**src/verilog/hdc_pkg.sv**
```systemverilog
package hdc_pkg;
  localparam int ADDR_W = 12;
  localparam logic [ADDR_W-1:0] OFS_TRACK = 12'h030;
  localparam logic [ADDR_W-1:0] OFS_LOCKDIS = 12'h034;
  localparam logic [ADDR_W-1:0] OFS_TRIP = 12'h038;
  localparam logic [ADDR_W-1:0] OFS_MANDAC = 12'h03C;
  localparam logic [ADDR_W-1:0] OFS_XTAL = 12'h040;
  localparam logic [ADDR_W-1:0] OFS_DACRB = 12'h05C;
  localparam logic [ADDR_W-1:0] OFS_FILTER = 12'h060;
  localparam logic [ADDR_W-1:0] OFS_STATUS = 12'h080;
  localparam int P_TRACK = 8;
  localparam int P_LOCKDIS = 15;
  localparam int P_PINTYPE = 24;
  localparam int P_BUF1 = 21;
  localparam int P_BUF0 = 20;
  localparam int P_UPTRIP = 14;
  localparam int P_LOTRIP = 6;
  localparam int P_RAILEN = 5;
  localparam int P_MANVAL = 22;
  localparam int P_MANEN = 20;
  localparam int P_EXITCNT = 6;
  localparam int P_FORCE = 5;
  localparam int P_XTAL = 30;
  localparam int P_DACRB = 14;
  localparam int P_C4 = 28;
  localparam int P_C3 = 24;
  localparam int P_R4 = 20;
  localparam int P_R3 = 16;
  localparam logic [13:0] PINTYPE_MAX = 14'h0006;
  localparam logic [13:0] CAP_MAX = 14'h000D;
  localparam logic [13:0] RES_MAX = 14'h0004;
  localparam logic [13:0] CNT_MIN = 14'h0001;
  localparam logic [13:0] CNT_MAX = 14'h3FFF;
  localparam logic [13:0] CNT_RESET = 14'h0001;
  localparam logic [10:0] DAC_SPAN = 11'h400;

  typedef enum logic [1:0] {
    HDC_TRACK = 2'b01,
    HDC_HOLD = 2'b10
  } hdc_mode_e;

  typedef struct packed {
    logic [2:0] pinType;
    logic bufSel1;
    logic bufSel0;
    logic [5:0] upperTrip;
    logic [5:0] lowerTrip;
    logic railDetEn;
    logic [9:0] manualDac;
    logic manualEn;
    logic [13:0] exitCount;
    logic forceHold;
    logic trackEn;
    logic lockLossDis;
    logic [1:0] xtalLvl;
    logic [3:0] capC4;
    logic [3:0] capC3;
    logic [2:0] resR4;
    logic [2:0] resR3;
  } hdc_cfg_s;

  localparam hdc_cfg_s CFG_RESET = '{exitCount: CNT_RESET, default: '0};
endpackage

```
**src/verilog/hdc_trip_detect.sv**
```systemverilog
`timescale 1ns/10ps
// Compares the DAC count with both trip levels, one step = 1/64 supply.
module hdc_trip_detect
(
  input wire logic sys_clk,
  input wire logic rst,
  input wire logic [9:0] dacCount,
  input wire logic [5:0] upperTrip,
  input wire logic [5:0] lowerTrip,
  output logic lowFlag,
  output logic highFlag
);
  typedef struct packed {
    logic low;
    logic high;
  } hdc_trip_s;

  hdc_trip_s s_d;
  hdc_trip_s s_q;
  logic [10:0] loThr;
  logic [10:0] hiThr;

  always_comb
  begin
    loThr = {({5'h00, lowerTrip} + 11'h001) << 4};
    hiThr = hdc_pkg::DAC_SPAN - (({5'h00, upperTrip} + 11'h001) << 4);
    s_d.low = {1'b0, dacCount} <= loThr;
    s_d.high = {1'b0, dacCount} >= hiThr;
  end

  always_ff @(posedge sys_clk or posedge rst)
  begin
    if (rst)
      s_q <= '0;
    else
      s_q <= s_d;
  end

  assign lowFlag = s_q.low;
  assign highFlag = s_q.high;
endmodule // hdc_trip_detect

```
**src/verilog/hdc_lock_qual.sv**
```systemverilog
`timescale 1ns/10ps
// Counts phase-detector ticks while the lock flag stays high.
module hdc_lock_qual
(
  input wire logic sys_clk,
  input wire logic rst,
  input wire logic lockFlag,
  input wire logic pdTick,
  input wire logic [13:0] exitCount,
  output logic qualified
);
  typedef struct packed {
    logic [13:0] cnt;
    logic qual;
  } hdc_qual_s;

  hdc_qual_s s_d;
  hdc_qual_s s_q;

  always_comb
  begin
    s_d = s_q;
    if (!lockFlag)
    begin
      s_d.cnt = '0;
    end
    else if (pdTick && s_q.cnt != hdc_pkg::CNT_MAX)
    begin
      s_d.cnt = s_q.cnt + 14'h0001;
    end
    s_d.qual = lockFlag && (s_d.cnt >= exitCount);
  end

  always_ff @(posedge sys_clk or posedge rst)
  begin
    if (rst)
      s_q <= '0;
    else
      s_q <= s_d;
  end

  assign qualified = s_q.qual;
endmodule // hdc_lock_qual

```
**src/verilog/hdc_holdover_dac_config_bank.sv**
```systemverilog
// The register addresses and the APB register port were decided locally.
`timescale 1ns/10ps
module hdc_holdover_dac_config_bank
(
  input wire logic sys_clk,
  input wire logic rst,
  input wire logic psel,
  input wire logic penable,
  input wire logic pwrite,
  input wire logic [hdc_pkg::ADDR_W-1:0] paddr,
  input wire logic [31:0] pwdata,
  output logic [31:0] prdata,
  output logic pready,
  output logic pslverr,
  input wire logic refLoopLockFlag,
  input wire logic pdTick,
  input wire logic [9:0] trackedDac,
  output hdc_pkg::hdc_cfg_s cfgOut,
  output logic [9:0] dacValue,
  output logic holdoverActive,
  output logic switchEvent,
  output logic dacLowFlag,
  output logic dacHighFlag
);
  typedef struct packed {
    hdc_pkg::hdc_cfg_s cfg;
    hdc_pkg::hdc_mode_e mode;
    logic [9:0] dac;
    logic lockPrev;
    logic railPrev;
    logic swEvt;
    logic [31:0] rdata;
  } hdc_state_s;

  hdc_state_s s_d;
  hdc_state_s s_q;
  logic lowFlag;
  logic highFlag;
  logic lockQualified;
  logic railTrip;
  logic railRise;
  logic lockFall;
  logic wrAcc;
  logic setup;

  function automatic logic mapped(input logic [hdc_pkg::ADDR_W-1:0] a);
    mapped = (a == hdc_pkg::OFS_TRACK) || (a == hdc_pkg::OFS_LOCKDIS) ||
             (a == hdc_pkg::OFS_TRIP) || (a == hdc_pkg::OFS_MANDAC) ||
             (a == hdc_pkg::OFS_XTAL) || (a == hdc_pkg::OFS_DACRB) ||
             (a == hdc_pkg::OFS_FILTER) || (a == hdc_pkg::OFS_STATUS);
  endfunction

  function automatic logic writable(input logic [hdc_pkg::ADDR_W-1:0] a);
    writable = mapped(a) && (a != hdc_pkg::OFS_DACRB) &&
               (a != hdc_pkg::OFS_STATUS);
  endfunction

  // Returns the new code if legal, else the old one.
  function automatic logic [13:0] keep(input logic [13:0] nv,
                                       input logic [13:0] old,
                                       input logic [13:0] lo,
                                       input logic [13:0] hi);
    keep = (nv < lo || nv > hi) ? old : nv;
  endfunction

  hdc_trip_detect u_trip
  (
    .sys_clk(sys_clk),
    .rst(rst),
    .dacCount(s_q.dac),
    .upperTrip(s_q.cfg.upperTrip),
    .lowerTrip(s_q.cfg.lowerTrip),
    .lowFlag(lowFlag),
    .highFlag(highFlag)
  );

  hdc_lock_qual u_qual
  (
    .sys_clk(sys_clk),
    .rst(rst),
    .lockFlag(refLoopLockFlag),
    .pdTick(pdTick),
    .exitCount(s_q.cfg.exitCount),
    .qualified(lockQualified)
  );

  assign wrAcc = psel && penable && pwrite && writable(paddr);
  assign setup = psel && !penable;
  assign railTrip = lowFlag || highFlag;
  assign railRise = s_q.cfg.railDetEn && railTrip && !s_q.railPrev;
  assign lockFall = s_q.lockPrev && !refLoopLockFlag;

  always_comb
  begin
    s_d = s_q;
    s_d.swEvt = 1'b0;
    s_d.lockPrev = refLoopLockFlag;
    s_d.railPrev = s_q.cfg.railDetEn && railTrip;
    if (wrAcc)
    begin
      unique case (paddr)
        hdc_pkg::OFS_TRACK:
        begin
          s_d.cfg.trackEn = pwdata[hdc_pkg::P_TRACK];
        end
        hdc_pkg::OFS_LOCKDIS:
        begin
          s_d.cfg.lockLossDis = pwdata[hdc_pkg::P_LOCKDIS];
        end
        hdc_pkg::OFS_TRIP:
        begin
          s_d.cfg.pinType = 3'(keep({11'h000, pwdata[hdc_pkg::P_PINTYPE +: 3]},
                                 {11'h000, s_q.cfg.pinType}, 14'h0000,
                                 hdc_pkg::PINTYPE_MAX));
          s_d.cfg.bufSel1 = pwdata[hdc_pkg::P_BUF1];
          s_d.cfg.bufSel0 = pwdata[hdc_pkg::P_BUF0];
          s_d.cfg.upperTrip = pwdata[hdc_pkg::P_UPTRIP +: 6];
          s_d.cfg.lowerTrip = pwdata[hdc_pkg::P_LOTRIP +: 6];
          s_d.cfg.railDetEn = pwdata[hdc_pkg::P_RAILEN];
        end
        hdc_pkg::OFS_MANDAC:
        begin
          s_d.cfg.manualDac = pwdata[hdc_pkg::P_MANVAL +: 10];
          s_d.cfg.manualEn = pwdata[hdc_pkg::P_MANEN];
          s_d.cfg.exitCount = keep(pwdata[hdc_pkg::P_EXITCNT +: 14],
                                   s_q.cfg.exitCount, hdc_pkg::CNT_MIN,
                                   hdc_pkg::CNT_MAX);
          s_d.cfg.forceHold = pwdata[hdc_pkg::P_FORCE];
        end
        hdc_pkg::OFS_XTAL:
        begin
          s_d.cfg.xtalLvl = pwdata[hdc_pkg::P_XTAL +: 2];
        end
        hdc_pkg::OFS_FILTER:
        begin
          s_d.cfg.capC4 = 4'(keep({10'h000, pwdata[hdc_pkg::P_C4 +: 4]},
                               {10'h000, s_q.cfg.capC4}, 14'h0000,
                               hdc_pkg::CAP_MAX));
          s_d.cfg.capC3 = 4'(keep({10'h000, pwdata[hdc_pkg::P_C3 +: 4]},
                               {10'h000, s_q.cfg.capC3}, 14'h0000,
                               hdc_pkg::CAP_MAX));
          s_d.cfg.resR4 = 3'(keep({11'h000, pwdata[hdc_pkg::P_R4 +: 3]},
                               {11'h000, s_q.cfg.resR4}, 14'h0000,
                               hdc_pkg::RES_MAX));
          s_d.cfg.resR3 = 3'(keep({11'h000, pwdata[hdc_pkg::P_R3 +: 3]},
                               {11'h000, s_q.cfg.resR3}, 14'h0000,
                               hdc_pkg::RES_MAX));
        end
        default:
        begin
          s_d.cfg = s_q.cfg;
        end
      endcase
    end

    // Lock loss with lockLossDis clear, or a rail trip with railDetEn set, each
    // raise one switch pulse; forcing alone does not.
    s_d.swEvt = railRise || (lockFall && !s_q.cfg.lockLossDis);

    unique case (s_q.mode)
      hdc_pkg::HDC_TRACK:
      begin
        if (s_q.cfg.forceHold || railRise ||
            (lockFall && !s_q.cfg.lockLossDis))
        begin
          s_d.mode = hdc_pkg::HDC_HOLD;
        end
      end
      hdc_pkg::HDC_HOLD:
      begin
        if (!s_q.cfg.forceHold && lockQualified &&
            !(s_q.cfg.railDetEn && railTrip))
        begin
          s_d.mode = hdc_pkg::HDC_TRACK;
        end
      end
      default:
      begin
        s_d.mode = hdc_pkg::HDC_TRACK;
      end
    endcase

    // Manual wins in any mode; tracking only follows outside holdover.
    if (s_q.cfg.manualEn)
    begin
      s_d.dac = s_q.cfg.manualDac;
    end
    else if (s_q.cfg.trackEn && s_q.mode == hdc_pkg::HDC_TRACK)
    begin
      s_d.dac = trackedDac;
    end
    else
    begin
      s_d.dac = s_q.dac;
    end

    if (setup)
    begin
      s_d.rdata = 32'h0000_0000;
      unique case (paddr)
        hdc_pkg::OFS_TRACK:
        begin
          s_d.rdata[hdc_pkg::P_TRACK] = s_q.cfg.trackEn;
        end
        hdc_pkg::OFS_LOCKDIS:
        begin
          s_d.rdata[hdc_pkg::P_LOCKDIS] = s_q.cfg.lockLossDis;
        end
        hdc_pkg::OFS_TRIP:
        begin
          s_d.rdata[hdc_pkg::P_PINTYPE +: 3] = s_q.cfg.pinType;
          s_d.rdata[hdc_pkg::P_BUF1] = s_q.cfg.bufSel1;
          s_d.rdata[hdc_pkg::P_BUF0] = s_q.cfg.bufSel0;
          s_d.rdata[hdc_pkg::P_UPTRIP +: 6] = s_q.cfg.upperTrip;
          s_d.rdata[hdc_pkg::P_LOTRIP +: 6] = s_q.cfg.lowerTrip;
          s_d.rdata[hdc_pkg::P_RAILEN] = s_q.cfg.railDetEn;
        end
        hdc_pkg::OFS_MANDAC:
        begin
          s_d.rdata[hdc_pkg::P_MANVAL +: 10] = s_q.cfg.manualDac;
          s_d.rdata[hdc_pkg::P_MANEN] = s_q.cfg.manualEn;
          s_d.rdata[hdc_pkg::P_EXITCNT +: 14] = s_q.cfg.exitCount;
          s_d.rdata[hdc_pkg::P_FORCE] = s_q.cfg.forceHold;
        end
        hdc_pkg::OFS_XTAL:
        begin
          s_d.rdata[hdc_pkg::P_XTAL +: 2] = s_q.cfg.xtalLvl;
        end
        hdc_pkg::OFS_DACRB:
        begin
          s_d.rdata[hdc_pkg::P_DACRB +: 10] = s_q.dac;
        end
        hdc_pkg::OFS_FILTER:
        begin
          s_d.rdata[hdc_pkg::P_C4 +: 4] = s_q.cfg.capC4;
          s_d.rdata[hdc_pkg::P_C3 +: 4] = s_q.cfg.capC3;
          s_d.rdata[hdc_pkg::P_R4 +: 3] = s_q.cfg.resR4;
          s_d.rdata[hdc_pkg::P_R3 +: 3] = s_q.cfg.resR3;
        end
        hdc_pkg::OFS_STATUS:
        begin
          s_d.rdata[3:0] = {lockQualified, highFlag, lowFlag,
                            s_q.mode == hdc_pkg::HDC_HOLD};
        end
        default:
        begin
          s_d.rdata = 32'h0000_0000;
        end
      endcase
    end
  end

  always_ff @(posedge sys_clk or posedge rst)
  begin
    if (rst)
    begin
      s_q.cfg <= hdc_pkg::CFG_RESET;
      s_q.mode <= hdc_pkg::HDC_TRACK;
      s_q.dac <= 10'h000;
      s_q.lockPrev <= 1'b0;
      s_q.railPrev <= 1'b0;
      s_q.swEvt <= 1'b0;
      s_q.rdata <= 32'h0000_0000;
    end
    else
    begin
      s_q <= s_d;
    end
  end

  // Zero wait states; a write to the readback or status word is refused.
  assign pready = 1'b1;
  assign pslverr = psel && penable &&
                   (pwrite ? !writable(paddr) : !mapped(paddr));
  assign prdata = s_q.rdata;
  assign cfgOut = s_q.cfg;
  assign dacValue = s_q.dac;
  assign holdoverActive = s_q.mode == hdc_pkg::HDC_HOLD;
  assign switchEvent = s_q.swEvt;
  assign dacLowFlag = lowFlag;
  assign dacHighFlag = highFlag;

  a_pin_type_legal: assert property (@(posedge sys_clk) disable iff (rst)
    s_q.cfg.pinType <= 3'h6) else $error("pin type reserved");

  a_force_enters_hold: assert property (@(posedge sys_clk) disable iff (rst)
    s_q.cfg.forceHold |=> holdoverActive)
    else $error("force did not hold");

  a_manual_drives_dac: assert property (@(posedge sys_clk) disable iff (rst)
    s_q.cfg.manualEn |=> dacValue == $past(s_q.cfg.manualDac))
    else $error("manual value not driven");

  a_hold_keeps_dac: assert property (@(posedge sys_clk) disable iff (rst)
    holdoverActive && !s_q.cfg.manualEn |=> $stable(dacValue))
    else $error("dac moved in holdover");

  a_track_follows: assert property (@(posedge sys_clk) disable iff (rst)
    !holdoverActive && s_q.cfg.trackEn && !s_q.cfg.manualEn
    |=> dacValue == $past(trackedDac))
    else $error("dac not tracking");

  a_rail_switches: assert property (@(posedge sys_clk) disable iff (rst)
    railRise |=> switchEvent && holdoverActive)
    else $error("rail trip lost");

  a_lockdis_quiet: assert property (@(posedge sys_clk) disable iff (rst)
    s_q.cfg.lockLossDis && !railRise |=> !switchEvent)
    else $error("switch despite disable");

  a_force_no_event: assert property (@(posedge sys_clk) disable iff (rst)
    $rose(s_q.cfg.forceHold) && !railRise && !lockFall |=> !switchEvent)
    else $error("force made a switch");

  a_exit_qualified: assert property (@(posedge sys_clk) disable iff (rst)
    $fell(holdoverActive) |-> $past(lockQualified, 1))
    else $error("early holdover exit");

  a_readback_count: assert property (@(posedge sys_clk) disable iff (rst)
    setup && paddr == hdc_pkg::OFS_DACRB
    |=> prdata[23:14] == $past(s_q.dac))
    else $error("bad dac readback");

  a_c4_reserved: assert property (@(posedge sys_clk) disable iff (rst)
    wrAcc && paddr == hdc_pkg::OFS_FILTER && pwdata[31:28] > 4'hD
    |=> $stable(s_q.cfg.capC4))
    else $error("reserved c4 stored");

  c_forced_hold: cover property (@(posedge sys_clk) disable iff (rst)
    $rose(holdoverActive) && s_q.cfg.forceHold);
  c_rail_event: cover property (@(posedge sys_clk) disable iff (rst)
    railRise ##1 switchEvent);
  c_hold_exit: cover property (@(posedge sys_clk) disable iff (rst)
    $fell(holdoverActive));
  c_lock_loss: cover property (@(posedge sys_clk) disable iff (rst)
    lockFall && !s_q.cfg.lockLossDis ##1 switchEvent);
endmodule // hdc_holdover_dac_config_bank

```
**config.mk**
```make
export PLATFORM = sky130hd
export DESIGN_NAME = hdc_holdover_dac_config_bank
export DESIGN_NICKNAME = d
export VERILOG_FILES = /design/src/verilog/hdc_pkg.sv /design/src/verilog/hdc_trip_detect.sv /design/src/verilog/hdc_lock_qual.sv /design/src/verilog/hdc_holdover_dac_config_bank.sv
export SDC_FILE = /design/constraint.sdc
export NUM_CORES = 1
export LEC_CHECK = 0
export BUFFER_PORTS_ARGS = -buffer_cell sky130_fd_sc_hd__buf_4
export CORE_AREA = 3 3 126 128
export CTS_BUF_LIST = sky130_fd_sc_hd__clkbuf_4 sky130_fd_sc_hd__clkbuf_8 sky130_fd_sc_hd__clkbuf_16
export CTS_CLUSTER_DIAMETER = 150
export CTS_CLUSTER_SIZE = 25
export DETAILED_ROUTE_END_ITERATION = 6
export DIE_AREA = 0 0 129 131
export GPL_TIMING_DRIVEN = 1
export PLACE_DENSITY = 0.74
export SLEW_MARGIN = 10
export SYNTH_ARGS = -nofsm -noshare
export SYNTH_HDL_FRONTEND = slang
export SYNTH_SLANG_ARGS = --single-unit
```
**constraint.sdc**
```tcl
create_clock -name sys_clk -period 6.46 [get_ports sys_clk]
set_input_delay 0.646 -clock sys_clk [delete_from_list [all_inputs] [get_ports sys_clk]]
set_output_delay 0.646 -clock sys_clk [all_outputs]
set_load 0.02 [all_outputs]
```
; ---- Yosys cells after proc, flatten, opt, wreduce, memory -nomap -nowiden
; Index checks and enable logic that the tools add are counted.
[op_classes]
add_sub_neg = 4
order_cmp = 10
mux = 24
eq_ne = 15
n_reduce_logical = 49
bitwise_logic = 6
[ops]
columns = operator, count
row1 = $eq 12x6->1 const B, 4
row2 = $eq 12x7->1 const B, 3
row3 = $mux 14, 2
row4 = $mux 10, 2
row5 = $pmux 3 s2, 3
row6 = $reduce_and 3->1, 6
row7 = $logic_and 1x1->1, 16
row8 = $pmux 1 s3, 5
row9 = $add 14x1->14 const B, 1
row10 = $add 6x1->7 const B, 2
row11 = $ge 14x14->1, 1
row12 = $gt 14x14->1 const B, 1
row13 = $lt 14x1->1 const B, 1
row14 = $ne 14x14->1 const B, 1
row15 = $eq 12x8->1 const B, 1
row16 = $logic_or 1x1->1, 12
row17 = $ne 12x7->1 const B, 1
row18 = $ne 12x8->1 const B, 1
row19 = $pmux 3 s4, 1
row20 = $reduce_and 2->1, 6
row21 = $ge 10x11->1, 1
row22 = $le 10x11->1, 1
row23 = $sub 11x11->11 const A, 1
row24 = $gt 3x3->1 const B, 3
row25 = other kinds (16), 32
[word_totals]
word_cells = 135
output_inout_bits = 110
ff_bits = 125

; ---- Longest topological paths before layout
; Gate-level depths: netlist of run 1.
[depth]
word_depth = 13
depth_mapped = 12
ltp_nobuf = 12

; ---- Hierarchy
; A second synthesis of run 1 with hierarchy kept.
[unflattened]
hier_cells = 745
area_unflattened_um2 = 7594.8
[modules_own_cells]
columns = module, instances, area_per_inst_um2, cells_each, seq_area_each_um2
row1 = hdc_holdover_dac_config_bank, 1, 5803.1, 543, 2705.1
row2 = hdc_lock_qual, 1, 1209.9, 129, 375.4
row3 = hdc_trip_detect, 1, 581.8, 73, 50.0

; ---- Least setup slack after synthesis of run 1
; OpenSTA, ideal clock, no wires.
[synth_path]
path_type = input-to-reg
start = in paddr[5] in the netlist's numbering
end = reg s_q, in the netlist cfgOut[33]
arrival_time_ns = 2.837
path_buffers = 3
cell_stages = 8
setup_slack_ns = 3.498
cell_sequence = clkbuf_1 or3b_2 nor4_1 and3_1 buf_2 nor2b_1 buf_4 mux2_2
[synth_via]
elab_chain_len = 12
elab_cells_between_ends = 21
classes_between = eq/ne: 10 / reduce/logical: 11
[synth_rtl]
columns = element, line_no
row1 = start: declaration, hdc_holdover_dac_config_bank.sv:10  ; input wire logic [hdc_pkg::ADDR_W-1:0] paddr,
row2 = $eq 12x6->1, hdc_holdover_dac_config_bank.sv:47  ; mapped = (a == hdc_pkg::OFS_TRACK) || (a == hdc_pkg::OFS_LOCKDIS) ||
row3 = $logic_or 1x1->1 (2 in a row), hdc_holdover_dac_config_bank.sv:47
row4 = $logic_or 1x1->1 (2 in a row), hdc_holdover_dac_config_bank.sv:48  ; (a == hdc_pkg::OFS_TRIP) || (a == hdc_pkg::OFS_MANDAC) ||
row5 = $logic_or 1x1->1 (2 in a row), hdc_holdover_dac_config_bank.sv:49  ; (a == hdc_pkg::OFS_XTAL) || (a == hdc_pkg::OFS_DACRB) ||
row6 = $logic_or 1x1->1, hdc_holdover_dac_config_bank.sv:50  ; (a == hdc_pkg::OFS_FILTER) || (a == hdc_pkg::OFS_STATUS);
row7 = $logic_and 1x1->1 (2 in a row), hdc_holdover_dac_config_bank.sv:54  ; writable = mapped(a) && (a != hdc_pkg::OFS_DACRB) &&
row8 = $logic_and 1x1->1, hdc_holdover_dac_config_bank.sv:87  ; assign wrAcc = psel && penable && pwrite && writable(paddr);
row9 = $reduce_and 2->1 (no line) (*), n/a
row10 = end: declaration, hdc_holdover_dac_config_bank.sv:36  ; hdc_state_s s_q;
; Mark *: on every way between the ends. The rest lies on a longest branch, timed or not.
; A chain may end at the register's enable or synchronous reset.

; ---- Final worst setup path of run 1
[layout_path]
start = in paddr[9] in the netlist's numbering
end = reg s_q, in the netlist cfgOut[44]
; Same word-level chain as after synthesis.

==> qor.yml, run 1 <==
timing:
  fmax_ghz: 0.311
  clock_skew_ps: 6.57
  rsz0062_at_grt: "false"
  finalSetupViolations: 0
  final.setup.tns_ps: 0
  hold_violations: 0
  tightestPinTransition_ps: 1110
  slew_headroom_pct: 25.6
  min_period_over_period_pct: 49.7
  slew_violations: 0
  period_minus_slack_ps: 3210
worst_setup_path:
  cp_num_cells: 6
  crit_family: "simple AND/OR/NAND/NOR gates"
  rr_worst_depth: 10
  crit_chain: "buf_4 -> or4_4 -> nor4_1 -> nand2_1 -> nor3_2 -> mux2_2"
  worstPathMaxFanout: 11
  slowest_stage: "nor3_2"
  crit_path_start_kind: "input port"
  crit_buf_inv: 1
  critical_path_class: "input port to flop"
  critPathMaxStageDelay_ps: 890
  cp-end-kind: "flop"
  critPathArrivalTime_ps: 3510
  required_ps: 6760
global_route:
  grt_max_degree: 71
  use_met3_pct: 6.34
  grt_use_total_pct: 23.3
  grt-ovfl-total: 0
  first_global_vias: 5512
  grt_use_met1_pct: 31.3
  antenna_found_initial: 0
  busiest_layer: "met2"
  grt_pass1_wl_um: 30300
  grtUsageMet2_pct: 37.0
finish:
  finalNetCount: 877
  insertedDiodeCount: 0
  final_layout_size_suffix_gt1_share_pct: 33.6
  area_delta_synth_final_pct: 18.2
  final_util_pct: 58.1
yosys:
  async_flop_share_pct: 100
  ys_ff_latch: 125
  syn_avg_cell_area_um2: 10.1
  synth_edf_count: 0
  ys_seq_area_share_pct: 42.5
  syn_nets: 819
  synth_area_leader_cell: "dfrtp_1"
  ys_warn_count: 0
  postSynthCellCount: 729
  synth.top_cells.by_count: "dfrtp_1, buf_4, nand2_1"
  yosys.cell_count.top_type: "dfrtp_1"
  syn_area_mm2: 0.00736
  dominantRegCellSynth: "dfrtp_1"
  synthTopCellsByArea: "dfrtp_1, buf_4, mux2_2"
  synth_top_area_share_pct: 41.8
  synthDistinctLibCells: 56
clock_network:
  clock_sinks: 125
  root_buffer: "clkbuf_16"
  clk_pin_slew_ps: 60
  worstSkewPairLatency_ps: 420
  cts-resized-gates: 0
  clk_path_buf_depth: 2
  postCtsHoldBufs: 0
  htree_num_levels: 4
  cts_buffers: 17
  cts_setup_buffers: 0
  cts_tree: "yes"
detailed_routing:
  via_count: 5640
  avgRoutedWirePerCell_um: 19.7
  drc_errors: 0
  wl_um: 19500
  drt_iter0_markers: 363
  via_per_inst: 5.71
  ant_nets: 0
  firstDrtPassIters: 6
die:
  die_w_um: 129
  rows: 45
  fp.coreArea_mm2: 0.0150
  ios: 171
  start_util_pct: 49.1
  die_area_mm2: 0.0169
  fp.dieH_um: 131
place:
  dp_hpwl_um: 14000
  gp_congestion: 0.897
  portBuffers: 163
power_and_ir_drop:
  finalPower_w: 0.00213
  p_sw_w: 0.000484
  power_frac_clock_pct: 53.4
  seq_power_share_pct: 38.8
  p_per_area_mw_per_mm2: 245
  p_sw_share_pct: 22.7
  intPower_w: 0.00165
  combPwrFrac_pct: 7.8
  peakVddDrop_uv: 216
  p_leak_nw: 4.15
hold_path:
  hold_class: "input port to asynchronous set/reset pin"
run_status:
  status: "finished clean"
run:
  max-cap-violations: 0
worst paths after layout:
check	start	end	slack [ps]
setup / recovery	paddr[9]	cfgOut[44]$_DFFE_PP0P_	3250
hold / removal	rst	cfgOut[3]$_DFFE_PP0P_	400
setup reg to reg	u_qual.s_q[1]$_DFF_PP0_	u_qual.qualified$_DFF_PP0_	3540
hold reg to reg	prdata[8]$_DFFE_PP0P_	prdata[8]$_DFFE_PP0P_	480
max in group asynchronous	rst	prdata[12]$_DFFE_PP0P_	4790
min in group sys_clk	pwdata[23]	cfgOut[35]$_DFFE_PP0P_	460
layer usage:
layer	vias up	part of all wire, %
met2	227	47
met3	35	6.9
met4	0	2.7
met1	2760	44
met5	-	0
li1	2618	-
layout by cell type, fill, tap and decap left out, types with 13 or more instances in the layout:
cell / n
buf_4: 172
inv_1: 21
nand2_1: 55
o21ai_0: 43
ha_1: 29
mux2i_1: 13
mux2_2: 44
dfrtp_1: 123
clkbuf_16: 17
nand3_1: 17
nor2_1: 30
nand2b_1: 13
a21oi_1: 31
power by group through the flow:
stage,logic [W],registers (W),clock network (W)
after floorplan,0.0000991,0.000832,0
after global placement,0.000164,0.000839,0
after detailed placement,0.000167,0.000838,0
after CTS,0.000167,0.000825,0.00115
after global routing,0.000183,0.000828,0.00118
final,0.000166,0.000826,0.00114
flip-flops by register name, summed over array words and instances (netlist names):
signal            flops
u_trip.highFlag       1
prdata               31
dacValue             10
cfgOut               62
switchEvent           1
u_trip.lowFlag        1
u_qual.qualified      1
s_q                   4
u_qual.s_q           14
final cells by class:
cell class / count / area [um2]
fill: 1298 / 6280
clock buffer: 18 / 439
sequential: 125 / 3130
clock inverter: 14 / 264
timing repair buffer: 172 / 1290
multi-input combinational: 449 / 3250
tap: 188 / 235
inverter: 22 / 85.1
through the flow:
stage	setup WS [ps]	std cells	instance area, um2	hold slack, ps
floorplan	2490	729	7360	440
global placement	2870	956	8000	464
detailed placement	2830	956	8000	468
CTS	3250	988	8700	443
global route	3000	988	8700	456
finish	3250	988	8700	396
worst reg2reg max path, stage by stage (launching register included):
cell and delay, ps:
dfrtp_1 420, ha_1 260, and4_1 220, nand3_1 130, nand4_1 190, o31ai_1 430
ha_1 330, a211oi_1 300, o21ai_0 200, a21oi_1 150, a31oi_1 150
kinds of logic after synthesis:
| kind of cell | after synthesis | share of synthesized area (%) |
|---|---|---|
| AND/OR/NAND/NOR | 190 | 13.4 |
| other | 2 | 0.102 |
| adder cells (fa/ha/maj) | 29 | 4.93 |
| flip-flops | 125 | 42.5 |
| XOR/XNOR | 18 | 2.14 |
| AO/OA/AOI/OAI | 143 | 12.9 |
| buffers and inverters | 155 | 13.5 |
| multiplexers | 67 | 10.5 |
No activity file was read; power rests on OpenSTA's default activity.
==> inputs of run 2 (changes only) <==
Clock period 6.46 ns to 3.2 ns, I/O delays scaled along.
==> run 2 against run 1 <==
- first-iteration DRC count increased by 0.55%
- largest cell class unchanged
- clock skew up 1.1 ps
- non-clock buffer count up 8
- critical path type is now flop to flop
- count of clock-buffer cells in the layout down 1
- wire length grew 1.3%
- combinational power rose by 110%
- hold slack worse by 330 ps
- sequential share of layout area rose by 0.17 points
- via count rose by 1.9%
- critical path depth rose by 5
- register-to-register slack lost 3100 ps
==> qor.yml, run 2 (synthesis gave the netlist of run 1 again) <==
global_route:
  busiest_layer: "met2"
  grtUsageMet2_pct: 38.0
  first_global_vias: 5605
  grt_max_degree: 66
  grt_pass1_wl_um: 30700
  grt_use_met1_pct: 31.4
  antenna_found_initial: 0
  use_met3_pct: 6.06
  grt_use_total_pct: 23.9
  grt-ovfl-total: 0
clock_network:
  clk_path_buf_depth: 2
  cts_setup_buffers: 0
  postCtsHoldBufs: 0
  worstSkewPairLatency_ps: 420
  clk_pin_slew_ps: 60
  htree_num_levels: 4
  cts_tree: "yes"
  root_buffer: "clkbuf_16"
  cts-resized-gates: 0
  clock_sinks: 125
  cts_buffers: 17
worst_setup_path:
  rr_worst_depth: 11
  r2r-start: "u_qual.s_q[7]$_DFF_PP0_"
  critPathMaxStageDelay_ps: 420
  worstPathMaxFanout: 7
  reg2reg_slack_ps: 410
  slowest_stage: "o21ai_0"
  cp-end-kind: "flop"
  crit_path_start_kind: "flop"
  crit_buf_inv: 0
  crit_family: "compound AO/OA/AOI/OAI gates"
  crit_chain: "and4_1 -> nand3_1 -> o21ai_0 -> xor2_1 -> nand2b_1 -> ha_1 -> nand2b_1 -> a21oi_1 -> o21ai_0 -> nand4_1 -> a31oi_1"
  critical_path_class: "flop to flop"
  required_ps: 3520
  timing.rr.end: "u_qual.qualified$_DFF_PP0_"
  cp_num_cells: 11
  critPathArrivalTime_ps: 3110
detailed_routing:
  drc_errors: 0
  via_count: 5748
  firstDrtPassIters: 6
  wl_um: 19700
  avgRoutedWirePerCell_um: 19.8
  drt_iter0_markers: 365
  ant_nets: 0
  via_per_inst: 5.77
die:
  die_area_mm2: 0.0169
  rows: 45
  start_util_pct: 49.1
  fp.coreArea_mm2: 0.0150
  fp.dieH_um: 131
  die_w_um: 129
  ios: 171
finish:
  largest_register_ffs: 62
  layout_common_cells: "buf_4, dfrtp_1, nand2_1, mux2_2, o21ai_0"
  area_delta_synth_final_pct: 17.7
  finalNetCount: 885
  final_common_cell: "buf_4"
  insertedDiodeCount: 0
  fin_cells: 996
  final_layout_size_suffix_gt1_share_pct: 34.3
timing:
  final.setup.tns_ps: 0
  period_minus_slack_ps: 2790
  tightestPinTransition_ps: 1080
  slew_headroom_pct: 27.9
  clock_skew_ps: 7.65
  finalSetupViolations: 0
  fmax_ghz: 0.359
  rsz0062_at_grt: "false"
  min_period_over_period_pct: 87.2
  slew_violations: 0
  hold_violations: 0
place:
  dp_cells: 964
  portBuffers: 163
  gp_congestion: 0.877
  dp_hpwl_um: 14400
run_status:
  status: "finished clean"
power_and_ir_drop:
  p_per_area_mw_per_mm2: 455
  p_leak_nw: 4.13
  peakVddDrop_uv: 405
hold_path:
  hold_class: "input port to asynchronous set/reset pin"
run:
  max-cap-violations: 0
[run 2: cell count changes in the layout (fill, tap and decap cells not counted), sizes merged]
cell	before	now
buf	172	180
bufinv	7	2
clkinvlp	3	6
inv	23	26
clkbuf	18	17
[run 2: worst max path at each step]
| stage | from | endpoint | slack [ps] |
|---|---|---|---|
| after floorplan | paddr[5] | cfgOut[33]$_DFFE_PP0P_ | 560 |
| after global placement | paddr[9] | cfgOut[50]$_DFFE_PP0P_ | 220 |
| after detailed placement | paddr[9] | cfgOut[44]$_DFFE_PP0P_ | 210 |
| after CTS | u_qual.s_q[7]$_DFF_PP0_ | u_qual.qualified$_DFF_PP0_ | 420 |
| after global routing | u_qual.s_q[7]$_DFF_PP0_ | u_qual.qualified$_DFF_PP0_ | 250 |
| final | u_qual.s_q[7]$_DFF_PP0_ | u_qual.qualified$_DFF_PP0_ | 410 |
[run 2: worst register-to-register path, cell delays in order (launching register included)]
cell      delay (ps)
dfrtp_1          400
and4_1           330
nand3_1          200
o21ai_0          420
xor2_1           150
nand2b_1         180
ha_1             270
nand2b_1          90
a21oi_1           60
o21ai_0          220
nand4_1          130
a31oi_1          240
[run 2: cell type report]
type / count / area (um2)
Fill cell: 1320 / 6320
Multi-Input combinational cell: 449 / 3250
Sequential cell: 125 / 3130
Timing Repair Buffer: 180 / 1360
Clock buffer: 17 / 425
Tap cell: 188 / 235
Clock inverter: 15 / 164
Inverter: 22 / 86.3
[run 2: report_power, final]
group	internal [W]	switching [W]
Clock	0.00116	0.000772
Combinational	0.000143	0.000198
Sequential	0.00162	0.0000437
[run 2: per-layer routing]
| layer | routed length (um) | part of all wire (%) |
|---|---|---|
| met5 | 0 | 0 |
| met4 | 461 | 2.3 |
| met3 | 1440 | 7.3 |
| met2 | 9580 | 49 |
| met1 | 8230 | 42 |
[run 2: stage by stage]
stage	hold WS [ps]	total power [W]	util, %	worst slack [ps]	area [um2]
after floorplan	351	0.00188	-	564	7360
after global placement	459	0.00203	53.9	220	8070
after detailed placement	473	0.00203	53.9	211	8070
after CTS	84.7	0.00396	57.8	419	8660
after global routing	120	0.00407	57.8	251	8660
final	66.1	0.00394	57.8	411	8660
